$ cat src/rtl/equalizer_pkg.sv
// Shared constants, field layouts and carrier types for the equalizer control bank
package equalizer_pkg;

  // ==========================================================================
  // Register addresses (byte-wide registers on the serial command port)
  localparam logic [3:0] ADDR_CONTROL        = 4'h0;
  localparam logic [3:0] ADDR_THRESHOLD      = 4'h1;
  localparam logic [3:0] ADDR_DEEMPHASIS     = 4'h2;
  localparam logic [3:0] ADDR_RATE           = 4'h7;
  localparam logic [3:0] ADDR_RSVD_EIGHT     = 4'h8;
  localparam logic [3:0] ADDR_RSVD_NINE      = 4'h9;
  localparam logic [3:0] ADDR_RSVD_TEN       = 4'ha;
  localparam logic [3:0] ADDR_LOSS_LEVEL     = 4'hb;
  localparam logic [3:0] ADDR_RSVD_TWELVE    = 4'hc;
  localparam logic [3:0] ADDR_RSVD_THIRTEEN  = 4'hd;
  localparam logic [3:0] ADDR_RATE_READBACK  = 4'he;
  localparam logic [3:0] ADDR_LOSS_READBACK  = 4'hf;

  // ==========================================================================
  // Control register bit positions
  localparam int CTL_LOSS_LEVEL_PIN_SEL = 7;
  localparam int CTL_SWING_PIN_SEL      = 6;
  localparam int CTL_DEEMPH_PIN_SEL     = 5;
  localparam int CTL_THRESHOLD_PIN_SEL  = 4;
  localparam int CTL_OUTPUT_DISABLE     = 3;
  localparam int CTL_LOSS_RANGE_HIGH    = 2;
  localparam int CTL_OFFSET_CANCEL_DIS  = 1;
  localparam int CTL_REGISTER_CONTROL   = 0;

  // Rate and loss-level register select flags
  localparam int RATE_SELECT_BIT        = 7;
  localparam int LOSS_CODE_ENABLE_BIT   = 7;

  // ==========================================================================
  // Writable bit masks; everything else reads zero and ignores writes
  localparam logic [7:0] MASK_CONTROL    = 8'hff;
  localparam logic [7:0] MASK_THRESHOLD  = 8'hff;
  localparam logic [7:0] MASK_DEEMPHASIS = 8'h0f;
  localparam logic [7:0] MASK_RATE       = 8'h8f;
  localparam logic [7:0] MASK_LOSS_LEVEL = 8'hff;

  // Reset values
  localparam logic [7:0] RST_CONTROL    = 8'h00;
  localparam logic [7:0] RST_THRESHOLD  = 8'h00;
  localparam logic [7:0] RST_DEEMPHASIS = 8'h00;
  localparam logic [7:0] RST_RATE       = 8'h00;
  localparam logic [7:0] RST_LOSS_LEVEL = 8'h00;

  // ==========================================================================
  // Fixed settings applied when a select flag is clear
  localparam logic [3:0] BANDWIDTH_FIXED_CODE  = 4'h0;
  localparam logic [6:0] LOSS_LEVEL_FIXED_CODE = 7'h00;

  // Threshold code of exact midpoint and code zero, both giving no shift
  localparam logic [7:0] THRESHOLD_MID  = 8'h80;
  localparam logic [7:0] THRESHOLD_ZERO = 8'h00;

  // De-emphasis codes, each a step of 0.875 dB above the previous
  localparam logic [3:0] DEEM_CODE_0 = 4'h0;
  localparam logic [3:0] DEEM_CODE_1 = 4'h1;
  localparam logic [3:0] DEEM_CODE_2 = 4'h3;
  localparam logic [3:0] DEEM_CODE_3 = 4'h4;
  localparam logic [3:0] DEEM_CODE_4 = 4'h5;
  localparam logic [3:0] DEEM_CODE_5 = 4'h7;
  localparam logic [3:0] DEEM_CODE_6 = 4'hc;
  localparam logic [3:0] DEEM_CODE_7 = 4'hd;
  localparam logic [3:0] DEEM_CODE_8 = 4'hf;

  // ==========================================================================
  // Pin-derived settings presented by the analog front end
  typedef struct packed {
    logic [6:0] loss_level_voltage_pin;
    logic [7:0] threshold_voltage_pin;
    logic [1:0] emphasis_pins;
    logic       output_disable_pin;
    logic       loss_range_pin;
  } pin_set_t;

  // Effective settings driven into the datapath
  typedef struct packed {
    logic       output_disable;
    logic       loss_range_high;
    logic       offset_cancel_disable;
    logic       swing_reg_active;
    logic       deemph_reg_active;
    logic [3:0] deemph_code;
    logic [3:0] deemph_steps;
    logic       threshold_reg_active;
    logic [7:0] threshold_code;
    logic       threshold_shift_neg;
    logic [6:0] threshold_shift_mag;
    logic       bandwidth_from_code;
    logic [3:0] bandwidth_code;
    logic       loss_level_reg_active;
    logic [6:0] loss_level_code;
  } eff_set_t;

endpackage

$ cat src/rtl/masked_byte_reg.sv
// One writable byte of the control bank with its own write mask and reset value
`timescale 1ns/1ps

module masked_byte_reg #(
  parameter logic [7:0] MASK      = 8'hff,
  parameter logic [7:0] RST_VALUE = 8'h00
) (
  // Clock and control
  input  wire logic       i_ref_clk,
  input  wire logic       i_rst_b,
  input  wire logic       i_clk_en,
  // Write side
  input  wire logic       i_wr,
  input  wire logic [7:0] i_wdata,
  // Stored value
  output logic [7:0]      o_value
);

  // ==========================================================================
  // Storage
  // Masked bits never store, so unused positions read back as zero
  always_ff @(posedge i_ref_clk) begin
    if (!i_rst_b) begin
      o_value <= RST_VALUE & MASK;
    end else if (i_clk_en && i_wr) begin
      o_value <= i_wdata & MASK;
    end
  end

endmodule

$ cat src/rtl/equalizer_control_register_bank.sv
// Control register bank of the equalizer: storage, source selection, readback
`timescale 1ns/1ps

// What this block does
// - Bit 7 picks loss level pin or register
// - Bit 6 picks swing pin or register
// - Bit 5 picks de-emphasis pins or register
// - Bit 4 picks threshold pin or register
// - Bit 3 disables output, resets to enabled
// - Bit 2 picks high loss range, reset low
// - Bit 1 disables offset cancellation, reset enabled
// - Bit 0 enables register control, reset pins
// - Threshold codes 0 and 128 give zero shift
// - Codes 1 to 127 shift positive, decreasing
// - Codes 129 to 255 shift negative, increasing
// - De-emphasis code maps to 0.875 dB steps
// - Rate register: flag bit 7, code 3:0
// - Loss register: flag bit 7, code 6:0
// - Readback of selected bandwidth code
// - Readback of selected loss assert level
// - Addresses 8,9,10,12,13 exist without fields
// - Rate flag clear uses fixed bandwidth
// - Bandwidth code 0 maximum, 15 minimum
// - Loss flag set applies code, else default
module equalizer_control_register_bank (
  // Clock, reset, enable
  input  wire logic                   i_ref_clk,
  input  wire logic                   i_rst_b,
  input  wire logic                   i_clk_en,
  // Register command port from the serial protocol engine
  input  wire logic [3:0]             i_reg_addr,
  input  wire logic                   i_reg_wr,
  input  wire logic [7:0]             i_reg_wdata,
  input  wire logic                   i_reg_rd,
  output logic [7:0]                  o_reg_rdata,
  output logic                        o_reg_rvalid,
  output logic                        o_reg_hit,
  // Pin-derived settings
  input  wire equalizer_pkg::pin_set_t i_pins,
  // Effective settings to the datapath
  output equalizer_pkg::eff_set_t     o_eff
);

  import equalizer_pkg::*;

  // ==========================================================================
  // Helper functions
  // A register-held setting applies only in register mode with its pin select clear
  function automatic logic reg_wins(input logic mode, input logic pin_sel);
    reg_wins = mode && !pin_sel;
  endfunction

  // Threshold code: sign and magnitude of the shift
  function automatic logic [7:0] threshold_shift(input logic [7:0] code);
    logic [7:0] diff;
    diff = 8'h00;
    if (code == THRESHOLD_ZERO || code == THRESHOLD_MID) begin
      threshold_shift = 8'h00;
    end else if (!code[7]) begin
      diff = THRESHOLD_MID - code;
      threshold_shift = {1'b0, diff[6:0]};
    end else begin
      diff = code - THRESHOLD_MID;
      threshold_shift = {1'b1, diff[6:0]};
    end
  endfunction

  // De-emphasis code to count of 0.875 dB steps; unlisted codes give none
  function automatic logic [3:0] deemph_steps(input logic [3:0] code);
    case (code)
      DEEM_CODE_0: deemph_steps = 4'h0;
      DEEM_CODE_1: deemph_steps = 4'h1;
      DEEM_CODE_2: deemph_steps = 4'h2;
      DEEM_CODE_3: deemph_steps = 4'h3;
      DEEM_CODE_4: deemph_steps = 4'h4;
      DEEM_CODE_5: deemph_steps = 4'h5;
      DEEM_CODE_6: deemph_steps = 4'h6;
      DEEM_CODE_7: deemph_steps = 4'h7;
      DEEM_CODE_8: deemph_steps = 4'h8;
      default:     deemph_steps = 4'h0;
    endcase
  endfunction

  // ==========================================================================
  // Writable registers
  logic [7:0] control_settings;
  logic [7:0] input_threshold_adjust;
  logic [7:0] deemphasis_setting;
  logic [7:0] max_data_rate_setting;
  logic [7:0] loss_level_setting;

  logic       wr_control;
  logic       wr_threshold;
  logic       wr_deemphasis;
  logic       wr_rate;
  logic       wr_loss_level;

  // Read-only and reserved addresses have no write decode at all
  assign wr_control    = i_reg_wr && (i_reg_addr == ADDR_CONTROL);
  assign wr_threshold  = i_reg_wr && (i_reg_addr == ADDR_THRESHOLD);
  assign wr_deemphasis = i_reg_wr && (i_reg_addr == ADDR_DEEMPHASIS);
  assign wr_rate       = i_reg_wr && (i_reg_addr == ADDR_RATE);
  assign wr_loss_level = i_reg_wr && (i_reg_addr == ADDR_LOSS_LEVEL);

  masked_byte_reg #(.MASK(MASK_CONTROL), .RST_VALUE(RST_CONTROL)) u_control (
    .i_ref_clk (i_ref_clk),
    .i_rst_b   (i_rst_b),
    .i_clk_en  (i_clk_en),
    .i_wr      (wr_control),
    .i_wdata   (i_reg_wdata),
    .o_value   (control_settings)
  );

  masked_byte_reg #(.MASK(MASK_THRESHOLD), .RST_VALUE(RST_THRESHOLD)) u_threshold (
    .i_ref_clk (i_ref_clk),
    .i_rst_b   (i_rst_b),
    .i_clk_en  (i_clk_en),
    .i_wr      (wr_threshold),
    .i_wdata   (i_reg_wdata),
    .o_value   (input_threshold_adjust)
  );

  masked_byte_reg #(.MASK(MASK_DEEMPHASIS), .RST_VALUE(RST_DEEMPHASIS)) u_deemph (
    .i_ref_clk (i_ref_clk),
    .i_rst_b   (i_rst_b),
    .i_clk_en  (i_clk_en),
    .i_wr      (wr_deemphasis),
    .i_wdata   (i_reg_wdata),
    .o_value   (deemphasis_setting)
  );

  masked_byte_reg #(.MASK(MASK_RATE), .RST_VALUE(RST_RATE)) u_rate (
    .i_ref_clk (i_ref_clk),
    .i_rst_b   (i_rst_b),
    .i_clk_en  (i_clk_en),
    .i_wr      (wr_rate),
    .i_wdata   (i_reg_wdata),
    .o_value   (max_data_rate_setting)
  );

  masked_byte_reg #(.MASK(MASK_LOSS_LEVEL), .RST_VALUE(RST_LOSS_LEVEL)) u_loss (
    .i_ref_clk (i_ref_clk),
    .i_rst_b   (i_rst_b),
    .i_clk_en  (i_clk_en),
    .i_wr      (wr_loss_level),
    .i_wdata   (i_reg_wdata),
    .o_value   (loss_level_setting)
  );

  // ==========================================================================
  // Source selection
  logic       register_control_enable;
  logic       loss_level_pin_select;
  logic       swing_pin_select;
  logic       deemph_pin_select;
  logic       threshold_pin_select;
  logic       loss_level_code_enable;
  logic [7:0] thr_shift;
  eff_set_t   next_eff;

  assign register_control_enable = control_settings[CTL_REGISTER_CONTROL];
  assign loss_level_pin_select   = control_settings[CTL_LOSS_LEVEL_PIN_SEL];
  assign swing_pin_select        = control_settings[CTL_SWING_PIN_SEL];
  assign deemph_pin_select       = control_settings[CTL_DEEMPH_PIN_SEL];
  assign threshold_pin_select    = control_settings[CTL_THRESHOLD_PIN_SEL];
  assign loss_level_code_enable  = loss_level_setting[LOSS_CODE_ENABLE_BIT];

  always_comb begin
    next_eff = '0;
    thr_shift = 8'h00;
    // Output disable and loss range fall back to their pins outside register mode; offset cancel disable goes to 0
    if (register_control_enable) begin
      next_eff.output_disable        = control_settings[CTL_OUTPUT_DISABLE];
      next_eff.loss_range_high       = control_settings[CTL_LOSS_RANGE_HIGH];
      next_eff.offset_cancel_disable = control_settings[CTL_OFFSET_CANCEL_DIS];
    end else begin
      next_eff.output_disable        = i_pins.output_disable_pin;
      next_eff.loss_range_high       = i_pins.loss_range_pin;
      next_eff.offset_cancel_disable = 1'b0;
    end

    next_eff.swing_reg_active = reg_wins(register_control_enable, swing_pin_select);

    // De-emphasis: pin pair zero-extended when the pins drive it
    next_eff.deemph_reg_active = reg_wins(register_control_enable, deemph_pin_select);
    if (next_eff.deemph_reg_active) begin
      next_eff.deemph_code  = deemphasis_setting[3:0];
      next_eff.deemph_steps = deemph_steps(deemphasis_setting[3:0]);
    end else begin
      next_eff.deemph_code  = {2'b00, i_pins.emphasis_pins};
      next_eff.deemph_steps = 4'h0;
    end

    // Threshold: the pin code follows the same encoding as the register
    next_eff.threshold_reg_active = reg_wins(register_control_enable, threshold_pin_select);
    if (next_eff.threshold_reg_active) begin
      next_eff.threshold_code = input_threshold_adjust;
    end else begin
      next_eff.threshold_code = i_pins.threshold_voltage_pin;
    end
    thr_shift = threshold_shift(next_eff.threshold_code);
    next_eff.threshold_shift_neg = thr_shift[7];
    next_eff.threshold_shift_mag = thr_shift[6:0];

    // Bandwidth has no pin; code 0 is widest, 15 narrowest
    next_eff.bandwidth_from_code = register_control_enable &&
                                   max_data_rate_setting[RATE_SELECT_BIT];
    if (next_eff.bandwidth_from_code) begin
      next_eff.bandwidth_code = max_data_rate_setting[3:0];
    end else begin
      next_eff.bandwidth_code = BANDWIDTH_FIXED_CODE;
    end

    // Loss level: pin, fixed default, or register code
    next_eff.loss_level_reg_active = reg_wins(register_control_enable, loss_level_pin_select);
    if (!next_eff.loss_level_reg_active) begin
      next_eff.loss_level_code = i_pins.loss_level_voltage_pin;
    end else if (loss_level_code_enable) begin
      next_eff.loss_level_code = loss_level_setting[6:0];
    end else begin
      next_eff.loss_level_code = LOSS_LEVEL_FIXED_CODE;
    end
  end

  // ==========================================================================
  // Effective settings register
  // Registered so the datapath never sees decode glitches from a write
  always_ff @(posedge i_ref_clk) begin
    if (!i_rst_b) begin
      o_eff <= '0;
    end else if (i_clk_en) begin
      o_eff <= next_eff;
    end
  end

  // ==========================================================================
  // Read path
  logic [7:0] next_rdata;
  logic       next_hit;

  always_comb begin
    next_rdata = 8'h00;
    next_hit   = 1'b1;
    case (i_reg_addr)
      ADDR_CONTROL:       next_rdata = control_settings;
      ADDR_THRESHOLD:     next_rdata = input_threshold_adjust;
      ADDR_DEEMPHASIS:    next_rdata = deemphasis_setting;
      ADDR_RATE:          next_rdata = max_data_rate_setting;
      ADDR_LOSS_LEVEL:    next_rdata = loss_level_setting;
      ADDR_RATE_READBACK: next_rdata = {4'h0, o_eff.bandwidth_code};
      ADDR_LOSS_READBACK: next_rdata = {1'b0, o_eff.loss_level_code};
      ADDR_RSVD_EIGHT, ADDR_RSVD_NINE, ADDR_RSVD_TEN,
      ADDR_RSVD_TWELVE, ADDR_RSVD_THIRTEEN: begin
        next_rdata = 8'h00;
      end
      default: begin
        next_rdata = 8'h00;
        next_hit   = 1'b0;
      end
    endcase
  end

  always_ff @(posedge i_ref_clk) begin
    if (!i_rst_b) begin
      o_reg_rdata  <= 8'h00;
      o_reg_rvalid <= 1'b0;
      o_reg_hit    <= 1'b0;
    end else if (i_clk_en) begin
      o_reg_rvalid <= i_reg_rd;
      if (i_reg_rd || i_reg_wr) begin
        o_reg_hit <= next_hit;
      end
      if (i_reg_rd) begin
        o_reg_rdata <= next_rdata;
      end
    end
  end

endmodule

$ cat config.mk
export PLATFORM = sky130hd
export DESIGN_NAME = equalizer_control_register_bank
export DESIGN_NICKNAME = d
export VERILOG_FILES = /design/src/rtl/equalizer_pkg.sv /design/src/rtl/masked_byte_reg.sv /design/src/rtl/equalizer_control_register_bank.sv
export SDC_FILE = /design/constraint.sdc
export NUM_CORES = 1
export LEC_CHECK = 0
export ABC_AREA = 1
export BUFFER_PORTS_ARGS = -buffer_cell sky130_fd_sc_hd__buf_2
export CORE_ASPECT_RATIO = 1.4
export CORE_MARGIN = 3
export CORE_UTILIZATION = 50
export DETAILED_ROUTE_END_ITERATION = 7
export HOLD_SLACK_MARGIN = 0.08
export PLACE_DENSITY_LB_ADDON = 0.3
export REMOVE_ABC_BUFFERS = 1
export SLEW_MARGIN = 20
export SYNTH_ARGS = -nofsm -noshare
export SYNTH_HDL_FRONTEND = slang
export SYNTH_SLANG_ARGS = --single-unit
$ cat constraint.sdc
create_clock -name i_ref_clk -period 4.9 [get_ports i_ref_clk]
set_clock_uncertainty 0.1 [all_clocks]
set_input_delay 0 -clock i_ref_clk [delete_from_list [all_inputs] [get_ports i_ref_clk]]
set_output_delay 0 -clock i_ref_clk [all_outputs]
set_load 0.02 [all_outputs]
# Word-level counts from Yosys, hierarchy flattened
# Memory sizes are Yosys's and may differ from the RTL's. A register that Yosys moved wholly into a read port is not among the register bits.
# Cells that the tools add are included.
[word_totals]
register_bits = 86
romBits = 64
in_bits = 36
out_inout_bits = 53
word_cells = 76
n_memories = 1
[mem_list]
columns = ["memory", "depth", "word_bits", "rd", "rd_ports_with_merged_regs", "write_ports", "line", "rtl"]
rows = [
  ["(no name shown)", 16, 4, 1, 1, 0, "equalizer_control_register_bank.sv:70", "case (code)"],
]
[op_classes]
addsub = 2
n_eq_ne = 12
n_mux = 12
reduce_logical = 26
[op_table]
columns = ["op", "count"]
rows = [
  ["8-bit one-hot mux with 7 select lines", 1],
  ["4-bit equality test, second input constant", 8],
  ["8-bit two-way mux", 4],
  ["1-bit logical AND", 15],
  ["7-bit two-way mux", 2],
  ["4-bit two-way mux", 3],
  ["12-bit OR reduction", 1],
  ["8-bit equality test, second input constant", 1],
  ["8-bit zero test", 1],
  ["1-bit by 7-bit subtractor with 7-bit output, first input constant", 1],
  ["7-bit by 1-bit subtractor with 7-bit output, second input constant", 1],
  ["4-bit by 1-bit equality test with 1-bit output, second input constant", 1],
  ["4-bit by 2-bit equality test with 1-bit output, second input constant", 1],
  ["4-bit by 3-bit equality test with 1-bit output, second input constant", 1],
  ["1-bit zero test", 4],
  ["4-bit zero test", 1],
  ["2-bit AND reduction", 2],
  ["3-bit two-way mux", 1],
  ["1-bit logical OR", 2],
  ["1-bit two-way mux", 1],
]

# Depth between registers and ports, before layout
# Gate-level depths: netlist (run 1).
[logic_depth]
depth_word = 6
ltp_mapped = 13

# Hierarchy
# From an unflattened synthesis (run 1), not the netlist that was laid out.
[unflattened]
hier_cells = 646
hier_area_um2 = 4309.1
[modules_own_cells]
columns = ["mod", "instances", "cells_per_inst", "area_per_inst_um2"]
rows = [
  ["equalizer_control_register_bank", 1, 428, 2844.0],
  ["masked_byte_reg (u_control ...)", 3, 51, 347.8],
  ["masked_byte_reg (u_rate)", 1, 35, 226.5],
  ["masked_byte_reg (u_deemph)", 1, 30, 195.2],
]

# Least setup slack after synthesis (run 1)
# Ideal clock, no wire load.
[synth_timing]
path_type = "reg2reg"
start = "reg u_control.o_value[4]"
end = "reg o_eff[18] (netlist bit)"
arrival_ns = 1.420
path_slack_ns = 3.247
path_stages_with_launch = 14
period_less_slack_ns = 1.653
path_cell_list = "dfxtp_1 -> inv_2 -> nand2_4 -> buf_6 -> nand2_1 -> nand2_1 -> ha_1 -> nand3_1 -> nor2_2 -> nand3_2 -> nand2_1 -> inv_2 -> nand3_1 -> a21oi_1"
[synth_between]
elab_chain_len = 6
word_cells_on_any_way = 10
cone_classes = "add/sub: 2; eq/ne: 1; mux: 3; reduce/logical: 4"
[synth_rtl]
columns = ["item", "line", "rtl"]
rows = [
  ["start: declaration", "masked_byte_reg.sv:16", "output logic [7:0] o_value"],
  ["start signal: assignment", "masked_byte_reg.sv:24", "o_value <= RST_VALUE & MASK;"],
  ["start signal: assignment", "masked_byte_reg.sv:26", "o_value <= i_wdata & MASK;"],
  ["1-bit zero test *", "equalizer_control_register_bank.sv:50", "reg_wins = mode && !pin_sel;"],
  ["1-bit logical AND *", "equalizer_control_register_bank.sv:50", ""],
  ["8-bit two-way mux *", "equalizer_control_register_bank.sv:196", "if (next_eff.threshold_reg_active) begin"],
  ["1-bit by 7-bit subtractor with 7-bit output, or another cell as far along", "equalizer_control_register_bank.sv:60", "diff = THRESHOLD_MID - code;"],
  ["8-bit two-way mux or 1-bit logical OR (tied branches)", "equalizer_control_register_bank.sv:59, equalizer_control_register_bank.sv:57", ""],
  ["8-bit two-way mux *", "equalizer_control_register_bank.sv:57", "if (code == THRESHOLD_ZERO || code == THRESHOLD_MID) begin"],
  ["end signal: assignment", "equalizer_control_register_bank.sv:232", "o_eff <= next_eff;"],
  ["end: declaration", "equalizer_control_register_bank.sv:41", "output equalizer_pkg::eff_set_t o_eff"],
]
# Mark *: on every way between the ends. The rest lies on a longest branch, timed or not.
# A chain may end at the register's enable or synchronous reset.

# Worst setup path in the final report (run 1)
[layout_timing]
start = "reg u_control.o_value[0]"
end = "reg o_eff[6] (netlist bit)"
[layout_between]
elab_chain_len = 2
[layout_rtl]
columns = ["item", "line", "rtl"]
rows = [
  ["1-bit logical AND", "equalizer_control_register_bank.sv:50", ""],
  ["7-bit two-way mux", "equalizer_control_register_bank.sv:216", "if (!next_eff.loss_level_reg_active) begin"],
]
# Every way passes these cells.

==> run metrics, run 1 <==
Max Slew Vio Count 0; Pre-antenna DRT Iters 5; largest family of logic cells by synthesized area simple AND/OR/NAND/NOR gates; CP delay by family, top buffers and inverters; Clock power frac 34.3%; met2 WL 6131 µm; io pins 89; crit end category flip-flop; Metal-1 WL 4588 µm; PortBufs 88; post-synthesis cell type count 31; initial antenna violation count 0; via/cell ratio 5.340; top_reg_cell synth dfxtp_1; switch share 26.83%; period utilization 52.03%; Synth Area in XOR/XNOR 0%; Fin. Hold Viols 0; Worst-path clk slew 0.09 ns; Initial DRC Count 312; slowest CP cell dfxtp_1; crit path launch type flip-flop; worst slew pin tran 0.6984 ns; MaxCap Viol Count 0; RSZ-0062 raised after global routing no; root buf cell clkbuf_8; total track usage 24.72%; utilization after layout 65.62%; Power Density 281.2 mW/mm²; Cells after Synth 564; Max IR drop VDD 0.1687 mV; Place WS 2.973 ns; Final setup viols 0; Max clock buf depth 2; hpwl dp 8158 µm; Inserted Diodes 0; Slew headroom 53.37%; CP required 5.06 ns; Antenna Nets Post-Route 0; final RePlAce weighted congestion 0.9493; Die Area 0.009480 mm²; Final Routed Wirelength 11650 µm; CP most frequent cell dlygate4sd3_1; Net Switching 0.3929 mW; Pwr Total 1.465 mW; grt ovf 0; multiplexer share of the synthesized area 0%; post-synthesis simple-gate area fraction 22.46%; status finished, final reports clean; total number of vias 4197; number of global-route vias before repair 4043; CTS H-tree lvls 3; clk sink count 90; std cell rows 38; register bit total from synthesis 90; critical path class reg -> reg; Initial Utilization 52.47%; Synthesis Warnings 0; # DRC 0; minimum clock period 2.550 ns; placed cells 732; largest net degree at the start of global routing 50; Critical Path AT 2.71 ns; post-synthesis compound-gate area fraction 22.13%; Max Used Layer met4; nets 722; Adder-Cell Fraction of Synth Area 1.201%; TritonCTS clock tree done; HP Class in -> reg; setup TNS 0 ns; sequential fraction of the synthesis area 43.24%; Lkg Pwr 2.351 nW; P&R area growth vs syn 25.05%; Synth Cell Area 0.004166 mm²; Fillers 732; CP max FO 11; Avg Inst Size Synth 7.387 µm²; CP Cell Sequence inv_4 -> nor2_4 -> inv_2 -> nand3_1 -> dlygate4sd3_1 -> a31oi_1 -> dlygate4sd3_1; Core ar. 0.007940 mm²; Critical path buffers and inverters 4; share of cells above drive strength 1 23.32%; Inserted Clock Buffers 9; Reg power frac 52.1%; Die H 114.0 µm; fin cells 786; met3 wire length 534 µm; slowest stage delay, CP 0.59 ns; Logic pwr share 13.5%; ys async rst share 0%; Die Wd 83.15 µm; EDFF count, synth 0; setup slack after layout 2.350 ns; wire per inst 14.83 µm; clk_lat worst skew 0.37 ns; fmax 392.2 MHz; global-route wire length before repair 18780 µm; internal power 1.072 mW
-- kinds of logic after synthesis --
family,Yosys count
buffers and inverters,110
AOI/OAI and AO/OA,167
and+or+nand+nor,193
adders and majority gates,4
DFF,90
-- metal layers --
layer | vias up | global-route usage (%)
met5 | - | 0
met4 | 0 | 13.09
met3 | 31 | 3.468
met2 | 140 | 46.68
met1 | 1937 | 26.38
li1 | 2089 | -
-- worst register-to-register path, stage by stage, from the launching register on --
cell           delay, ns
dfxtp_1             0.59
inv_4               0.16
nor2_4              0.17
inv_2               0.12
nand3_1             0.09
dlygate4sd3_1       0.56
a31oi_1             0.07
dlygate4sd3_1       0.57
-- worst paths after layout --
check	to	slack, ns	start	depth (start not counted)
max	o_eff[6]	2.35	u_control.o_value[0]	7
min	o_eff[13]	0.12	i_pins[10]	7
max reg2reg	o_eff[6]	2.35	u_control.o_value[0]	7
min reg2reg	o_eff[10]	0.36	u_rate.o_value[2]	2
-- registers in the layout, indices dropped and copies added, names as in the netlist, named ones only --
signal and cells:
u_loss.o_value 8, u_control.o_value 8, o_reg_rdata 8, o_reg_rvalid 1, u_rate.o_value 5, u_deemph.o_value 4, o_reg_hit 1, u_threshold.o_value 8
o_eff 43
-- placed cells by master (no fill, tap or decap), types with 2 or more instances in the layout --
cell,n
a21oi_1,77
a221oi_2,2
buf_2,88
buf_4,3
clkbuf_8,10
clkinv_2,2
clkinvlp_4,2
dfxtp_1,90
dlygate4sd3_1,39
ha_1,4
inv_1,71
inv_2,15
nand2_1,109
nand2_2,9
nand2_4,4
nand3_1,34
nand3_2,6
nor2_1,16
nor2_2,7
nor2_4,4
o211ai_1,9
o21ai_0,52
o21ai_1,7
o22ai_1,16
-- cells in the mapped netlist, types with 2 or more instances --
master,instances,share of area [%]
nand2_1,109,9.8
dfxtp_1,90,43
a21oi_1,77,9.2
inv_1,71,6.4
o21ai_0,52,6.2
nand3_1,34,4.1
nor2_1,16,1.4
o22ai_1,16,2.4
inv_2,15,1.4
buf_1,9,0.81
nand2_2,9,1.4
o211ai_1,9,1.6
nor2_2,7,1.1
o21ai_1,7,0.84
clkbuf_1,6,0.54
nand3_2,6,1.4
buf_6,5,1.4
ha_1,4,1.2
nand2_4,4,1.1
nor2_4,4,1.1
buf_2,3,0.36
a221oi_2,2,0.72
-- stage by stage --
step	hold slack, ns	area [µm²]
4_1_cts	0.1029	5210
6_report	0.1235	5210
3_3_place_gp	0.2056	4627
2_1_floorplan	-0.01064	4039
5_1_grt	0.1654	5210
3_5_place_dp	0.1996	4627
-- cell type report --
| cell class | instances | area (µm²) | area share (%) |
|---|---|---|---|
| well taps | 100 | 125.1 | 2.402 |
| inverters | 87 | 329.1 | 6.316 |
| clock inverters | 5 | 55.05 | 1.057 |
| multi-input cells | 364 | 1908 | 36.62 |
| flip-flops and latches | 90 | 1802 | 34.58 |
| repair buffers | 130 | 853.3 | 16.38 |
| clock buffers | 10 | 137.6 | 2.642 |
-- repair_timing --
| item | CTS | global route |
|---|---|---|
| buffers inserted | 0 | 0 |
| endpoints found under the hold margin | 70 | 0 |
| gates resized for setup | 0 | 0 |
| hold buffers | 39 | 0 |
-- power by group through the flow --
stage,registers (mW),clock network [mW],logic (mW)
global route,0.766,0.541,0.218
CTS,0.763,0.511,0.197
detailed placement,0.780,0,0.173
global placement,0.780,0,0.169
floorplan,0.801,0,0.0795
finish,0.763,0.503,0.198
No activity file was read; power rests on OpenSTA's default activity.
==> run 2: changes to the inputs <==
--- a/config.mk
+++ b/config.mk
@@ -5,7 +5,7 @@
 export SDC_FILE = /design/constraint.sdc
 export NUM_CORES = 1
 export LEC_CHECK = 0
-export ABC_AREA = 1
+export ABC_AREA = 0
 export BUFFER_PORTS_ARGS = -buffer_cell sky130_fd_sc_hd__buf_2
 export CORE_ASPECT_RATIO = 1.4
 export CORE_MARGIN = 3
==> constraint.sdc (replaced) <==
create_clock -name i_ref_clk -period 2.6 [get_ports i_ref_clk]
set_clock_uncertainty 0.1 [all_clocks]
set_input_delay 0 -clock i_ref_clk [delete_from_list [all_inputs] [get_ports i_ref_clk]]
set_output_delay 0 -clock i_ref_clk [all_outputs]
set_load 0.02 [all_outputs]
==> run 2 against run 1 <==
Against the previous run: first-iteration DRC count fell by 21%; global-route usage fell by 1.3 points; design area rose by 4.5%; hold slack improved by 0.058 ns; utilization fell by 0.36 points; die area rose by 4.4%; critical path type unchanged; critical endpoint is now o_eff[18]; highest routed layer unchanged.
==> run metrics, run 2 <==
status finished, final reports clean; setup TNS 0 ns; Initial Utilization 52.27%; Slew headroom 48.85%; critical path class reg -> reg; Critical path buffers and inverters 0; wire per inst 16.92 µm; root buf cell clkbuf_16; CP delay by family, top compound AO/OA/AOI/OAI gates; Synth top cells by count 90 x dfxtp_1, 45 x nand2_1, 44 x mux2i_1; Initial DRC Count 246; worst slew pin tran 0.7672 ns; Net Switching 0.7362 mW; Max clock buf depth 2; ys async rst share 0%; minimum clock period 2.401 ns; fmax 416.5 MHz; grt ovf 0; Die Area 0.009896 mm²; Reg power frac 46.3%; register bit total from synthesis 90; # DRC 0; HP Class in -> reg; slowest CP cell dfxtp_1; Worst-path clk slew 0.06 ns; Synth Cell Area 0.004362 mm²; sequential fraction of the synthesis area 41.31%; via/cell ratio 5.635; MaxCap Viol Count 0; Pwr Total 3.106 mW; hpwl dp 7467 µm; internal power 2.370 mW; TritonCTS clock tree done; area share of the leading cell type in the synthesized netlist 41.31%; synth top area cells dfxtp_1 41%, mux2i_1 10%, nor2b_1 5.9%, o211a_1 4.6%, nand2_1 3.9%; nets 599; setup bufs post-CTS 0; Lkg Pwr 2.381 nW; total track usage 23.42%; CP max FO 5; Fin. Hold Viols 0; Die H 116.5 µm; P&R area growth vs syn 24.84%; Finished Cell Area 0.005445 mm²; crit path launch type flip-flop; largest net degree at the start of global routing 87; placed cells 618; commonest non-fill, non-tap cell in the layout dfxtp_1; crit end category flip-flop; total number of vias 3753; CP Cell Sequence nand2b_1 -> mux2i_1 -> ha_1 -> nand3_1 -> a21boi_1 -> nor2_1 -> a31o_1; Logic pwr share 11.4%; Pre-antenna DRT Iters 5; max reg flops 43; reg2reg setup slack 0.20 ns; Max IR drop VDD 0.3745 mV; fin cells 666; RSZ-0062 raised after global routing no; Cells after Synth 457; Synthesis Warnings 0; most frequent cells in the layout 90 x dfxtp_1, 88 x buf_2, 45 x nand2_1, 44 x mux2i_1, 41 x nor2b_1; Clock power frac 42.3%; Max Slew Vio Count 0; Post-CTS Resized 0; most common cell in the netlist dfxtp_1; io pins 89; share of cells above drive strength 1 23.05%; EDFF count, synth 0; Power Density 570.5 mW/mm²; PortBufs 88; clk_lat worst skew 0.34 ns; placed cell area 0.004826 mm²; Inserted Clock Buffers 9; number of global-route vias before repair 3681; Antenna Nets Post-Route 0; CTS H-tree lvls 3; Die Wd 84.94 µm; Inserted Diodes 0; Critical Path AT 2.54 ns; Yosys top cell by area dfxtp_1; Avg Inst Size Synth 9.544 µm²; slowest stage delay, CP 0.39 ns; Final Routed Wirelength 11270 µm; post-synthesis cell type count 59; clk sink count 90; global-route wire length before repair 18100 µm; period utilization 92.34%; std cell rows 39; CP required 2.73 ns; Reg with most FFs o_eff; switch share 23.70%; Core ar. 0.008344 mm²; Fillers 683; Final setup viols 0; initial antenna violation count 0; final RePlAce weighted congestion 0.8449; top_reg_cell synth dfxtp_1
[run 2: cell types whose count changed after synthesis, moves of 15 or more]
cell,previous run,this run
o22ai_1,16,1
mux2i_1,0,44
clkbuf_1,6,22
o21ai_0,52,4
inv_1,71,5
a21oi_1,77,3
nor2b_1,0,41
o211a_1,0,20
nand2_1,109,45
[run 2: logic make-up (layout without fill, tap and decap cells)]
kind of cell	count (synthesis)	after routing	synth area share, %
simple gates	167	167	21.34
flops	90	90	41.31
compound gates	88	88	16.44
mux	57	57	13.97
buf+inv	43	150	4.188
xor+xnor	8	8	1.606
fa+ha+maj	4	4	1.147
[run 2: power groups by stage]
stage | combinational (mW) | sequential, mW | clock [mW]
2_1_floorplan | 0.127 | 1.51 | 0
3_3_place_gp | 0.310 | 1.47 | 0
3_5_place_dp | 0.315 | 1.47 | 0
4_1_cts | 0.353 | 1.44 | 1.34
5_1_grt | 0.384 | 1.44 | 1.39
6_report | 0.354 | 1.44 | 1.31
[run 2: repair_timing]
item,CTS,global route
endpoints found under the setup margin,0,0
hold buffers,32,0
hold endpoints to repair,57,0
[run 2: stage by stage]
step	hold WS (ns)	utilization (%)	setup WS, ns
after floorplan	0.01751	-	0.2944
after global placement	0.1903	57.83	0.3862
after detailed placement	0.2022	57.83	0.2206
after CTS	0.1697	65.26	0.2309
after global routing	0.1984	65.26	0.01117
final	0.1818	65.26	0.1992
[run 2: layer usage]
metal	track usage, %	up-vias	share of wire, %
met5	0	-	0
li1	-	1820	-
met4	12.35	0	3.1
met1	27.82	1787	42
met3	3.740	26	5.4
met2	40.67	120	50
[run 2: worst min-delay path, delay by kind of cell]
kind / cells / cell delay [ns]
and+or+nand+nor: 1 / 0.10
AOI/OAI and AO/OA: 2 / 0.27
buffers and inverters: 1 / 0.21
[run 2: path summary, 6_finish.rpt]
| path | startpoint | to | cells after the start |
|---|---|---|---|
| worst min register to register | o_reg_rdata[3] | o_reg_rdata[3] | 2 |
| worst max-delay path | u_control.o_value[4] | o_eff[18] | 7 |
| worst min-delay path | i_reg_addr[1] | o_reg_rdata[1] | 4 |
| worst max register to register | u_control.o_value[4] | o_eff[18] | 7 |
[run 2: cell type report]
| cell class | instances | area, µm² | area share (%) |
|---|---|---|---|
| clock buffer | 14 | 264.0 | 4.848 |
| clock inverter | 2 | 35.03 | 0.6434 |
| multi-input combinational | 324 | 2377 | 43.66 |
| inverter | 7 | 26.28 | 0.4825 |
| sequential | 90 | 1802 | 33.09 |
| tap | 102 | 127.6 | 2.344 |
| timing repair buffer | 127 | 813.3 | 14.94 |
==> run 3: changes to the inputs <==
--- a/config.mk
+++ b/config.mk
@@ -5,7 +5,7 @@
 export SDC_FILE = /design/constraint.sdc
 export NUM_CORES = 1
 export LEC_CHECK = 0
-export ABC_AREA = 0
+export ABC_AREA = 1
 export BUFFER_PORTS_ARGS = -buffer_cell sky130_fd_sc_hd__buf_2
 export CORE_ASPECT_RATIO = 1.4
 export CORE_MARGIN = 3
@@ -17,4 +17,5 @@
 export SLEW_MARGIN = 20
 export SYNTH_ARGS = -nofsm -noshare
 export SYNTH_HDL_FRONTEND = slang
+export SYNTH_HIERARCHICAL = 1
 export SYNTH_SLANG_ARGS = --single-unit
==> run 3 against run 2 <==
Against the previous run: utilization fell by 0.84 points; die area fell by 1.1%; first-iteration DRC count rose by 19%; combinational power barely moved; hold slack got worse by 0.086 ns; critical endpoint is now o_reg_hit; count of clock-buffer cells in the layout fell by 2; sequential power fell by 4%; critical path type is now in -> reg.
==> run metrics, run 3 <==
final RePlAce weighted congestion 0.8644; Pre-antenna DRT Iters 7; Lkg Pwr 2.634 nW; RSZ-0062 raised after global routing no; synth top area cells dfxtp_1 40%, nand2_1 15%, nor2_1 8.2%, inv_1 6.7%, a21oi_1 5.3%; PortBufs 88; worst slew pin tran 0.7400 ns; number of global-route vias before repair 4324; total number of vias 4434; register bit total from synthesis 86; grt ovf 0; root buf cell clkbuf_16; Worst-path clk slew 0.06 ns; MaxCap Viol Count 0; # DRC 0; Initial Utilization 51.95%; Die Area 0.009784 mm²; Reg2Reg Depth 10; io pins 89; initial antenna violation count 0; fmax 487.3 MHz; commonest non-fill, non-tap cell in the layout nand2_1; P&R area growth vs syn 24.01%; Reg with most FFs o_eff; Final Routed Wirelength 11800 µm; Inserted Diodes 0; clk_lat worst skew 0.34 ns; Final setup viols 0; minimum clock period 2.052 ns; sequential fraction of the synthesis area 39.95%; Critical Path AT 2.17 ns; wire per inst 13.68 µm; Synthesis Warnings 6; Core ar. 0.008295 mm²; share of cells above drive strength 1 19.58%; CP required 2.72 ns; placed cell area 0.004735 mm²; top_reg_cell synth dfxtp_1; EDFF count, synth 0; Power Density 574.1 mW/mm²; utilization after layout 64.42%; Die Wd 84.46 µm; reg2reg setup slack 0.59 ns; Fin. Hold Viols 0; Synth Cell Area 0.004309 mm²; HP Class in -> reg; sequential cell area 0.001722 mm²; setup bufs post-CTS 0; CP max FO 5; std cell rows 39; Inserted Clock Buffers 9; largest net degree at the start of global routing 48; Initial DRC Count 293; nets 797; Pwr Total 3.068 mW; crit end category flip-flop; Die H 115.8 µm; CTS H-tree lvls 3; max reg flops 43; Max IR drop VDD 0.3682 mV; hpwl dp 8314 µm; Antenna Nets Post-Route 0; most common cell in the netlist nand2_1; Synth top cells by count 171 x nand2_1, 94 x nor2_1, 86 x dfxtp_1; area of the multi-input gates 0.002073 mm²; area share of the leading cell type in the synthesized netlist 39.95%; setup TNS 0 ns; Max clock buf depth 2; via/cell ratio 5.138; TritonCTS clock tree done; most frequent cells in the layout 171 x nand2_1, 94 x nor2_1, 88 x buf_2, 86 x dfxtp_1, 77 x inv_1; period utilization 78.93%; Max Slew Vio Count 0; clk sink count 86; status finished, final reports clean; Cells after Synth 646; ys async rst share 0%; post-synthesis cell type count 34; critical path class in -> reg; hold path depth 7; crit path launch type input port; Fillers 746; Avg Inst Size Synth 6.670 µm²; Finished Cell Area 0.005344 mm²; global-route wire length before repair 19840 µm; Yosys top cell by area dfxtp_1; Slew headroom 50.61%; total track usage 25.24%
-- run 3: changes by cell type in the layout (fill, tap and decap cells not counted), moves of 21 or more --
cell	previous run	this run
a21oi_1	3	46
nand2_2	1	22
nand2_1	45	171
nor2_1	8	94
mux2i_1	44	0
inv_1	5	77
nor2b_1	41	0
-- run 3: cell type report --
cell class                 instances  share of cell area [%]
clock inverter                     3                  0.7961
multi-input combinational        450                   38.80
inverter                          87                   6.251
clock buffer                      12                   4.987
sequential                        86                   32.22
timing repair buffer             123                   14.56
tap                              102                   2.388
-- run 3: cells by family (layout without fill, tap and decap cells) --
logic type / after synthesis / after routing / synth area share [%]
AND/OR/NAND/NOR: 344 / 344 / 33.86
buffers and inverters: 115 / 225 / 12.37
AO/OA/AOI/OAI: 94 / 94 / 12.28
flip-flops: 86 / 86 / 39.95
adder cells (fa/ha/maj): 4 / 4 / 1.161
other: 2 / 7 / 0.1743
XOR/XNOR: 1 / 1 / 0.2033
-- run 3: repair_timing --
action / CTS / global route
hold endpoints to repair: 59 / 0
gates resized for setup: 0 / 0
hold buffers: 30 / 0
-- run 3: report_power, final --
group	switching [mW]	leakage, nW	internal (mW)	total, mW
Combinational	0.220	1.78	0.131	0.351
Clock	0.517	0.151	0.816	1.33
Sequential	0.0262	0.700	1.36	1.38
Total	0.763	2.63	2.31	3.07
-- run 3: path summary, 6_finish.rpt --
check                            endpoint                  from
worst max register to register  o_eff[16]  u_control/o_value[0]
worst min-delay path            o_eff[22]             i_pins[5]
worst min register to register  o_eff[37]             o_eff[37]
worst max-delay path            o_reg_hit         i_reg_addr[2]
-- run 3: critical path: stages --
cell and delay (ns):
dlygate4sd3_1 0.53, buf_2 0.15, nor2_2 0.20, dlygate4sd3_1 0.57, nand2_1 0.05, nand2_1 0.06, dlygate4sd3_1 0.55, a21oi_1 0.06
-- run 3: metrics by stage --
step           std cells  setup WS, ns  hold slack (ns)
2_1_floorplan        623        0.7772         -0.01064
3_3_place_gp         818        0.6968           0.1599
3_5_place_dp         818        0.6069           0.1685
4_1_cts              863        0.5842          0.08147
5_1_grt              863        0.4474           0.1309
6_report             863        0.5478          0.09570
-- run 3: layer usage --
layer | vias up | routed length [µm] | global-route usage (%)
li1 | 2231 | - | -
met1 | 2015 | 4883 | 29.96
met2 | 162 | 5902 | 44.31
met3 | 26 | 728 | 4.623
met4 | 0 | 290 | 11.62
met5 | - | 0 | 0
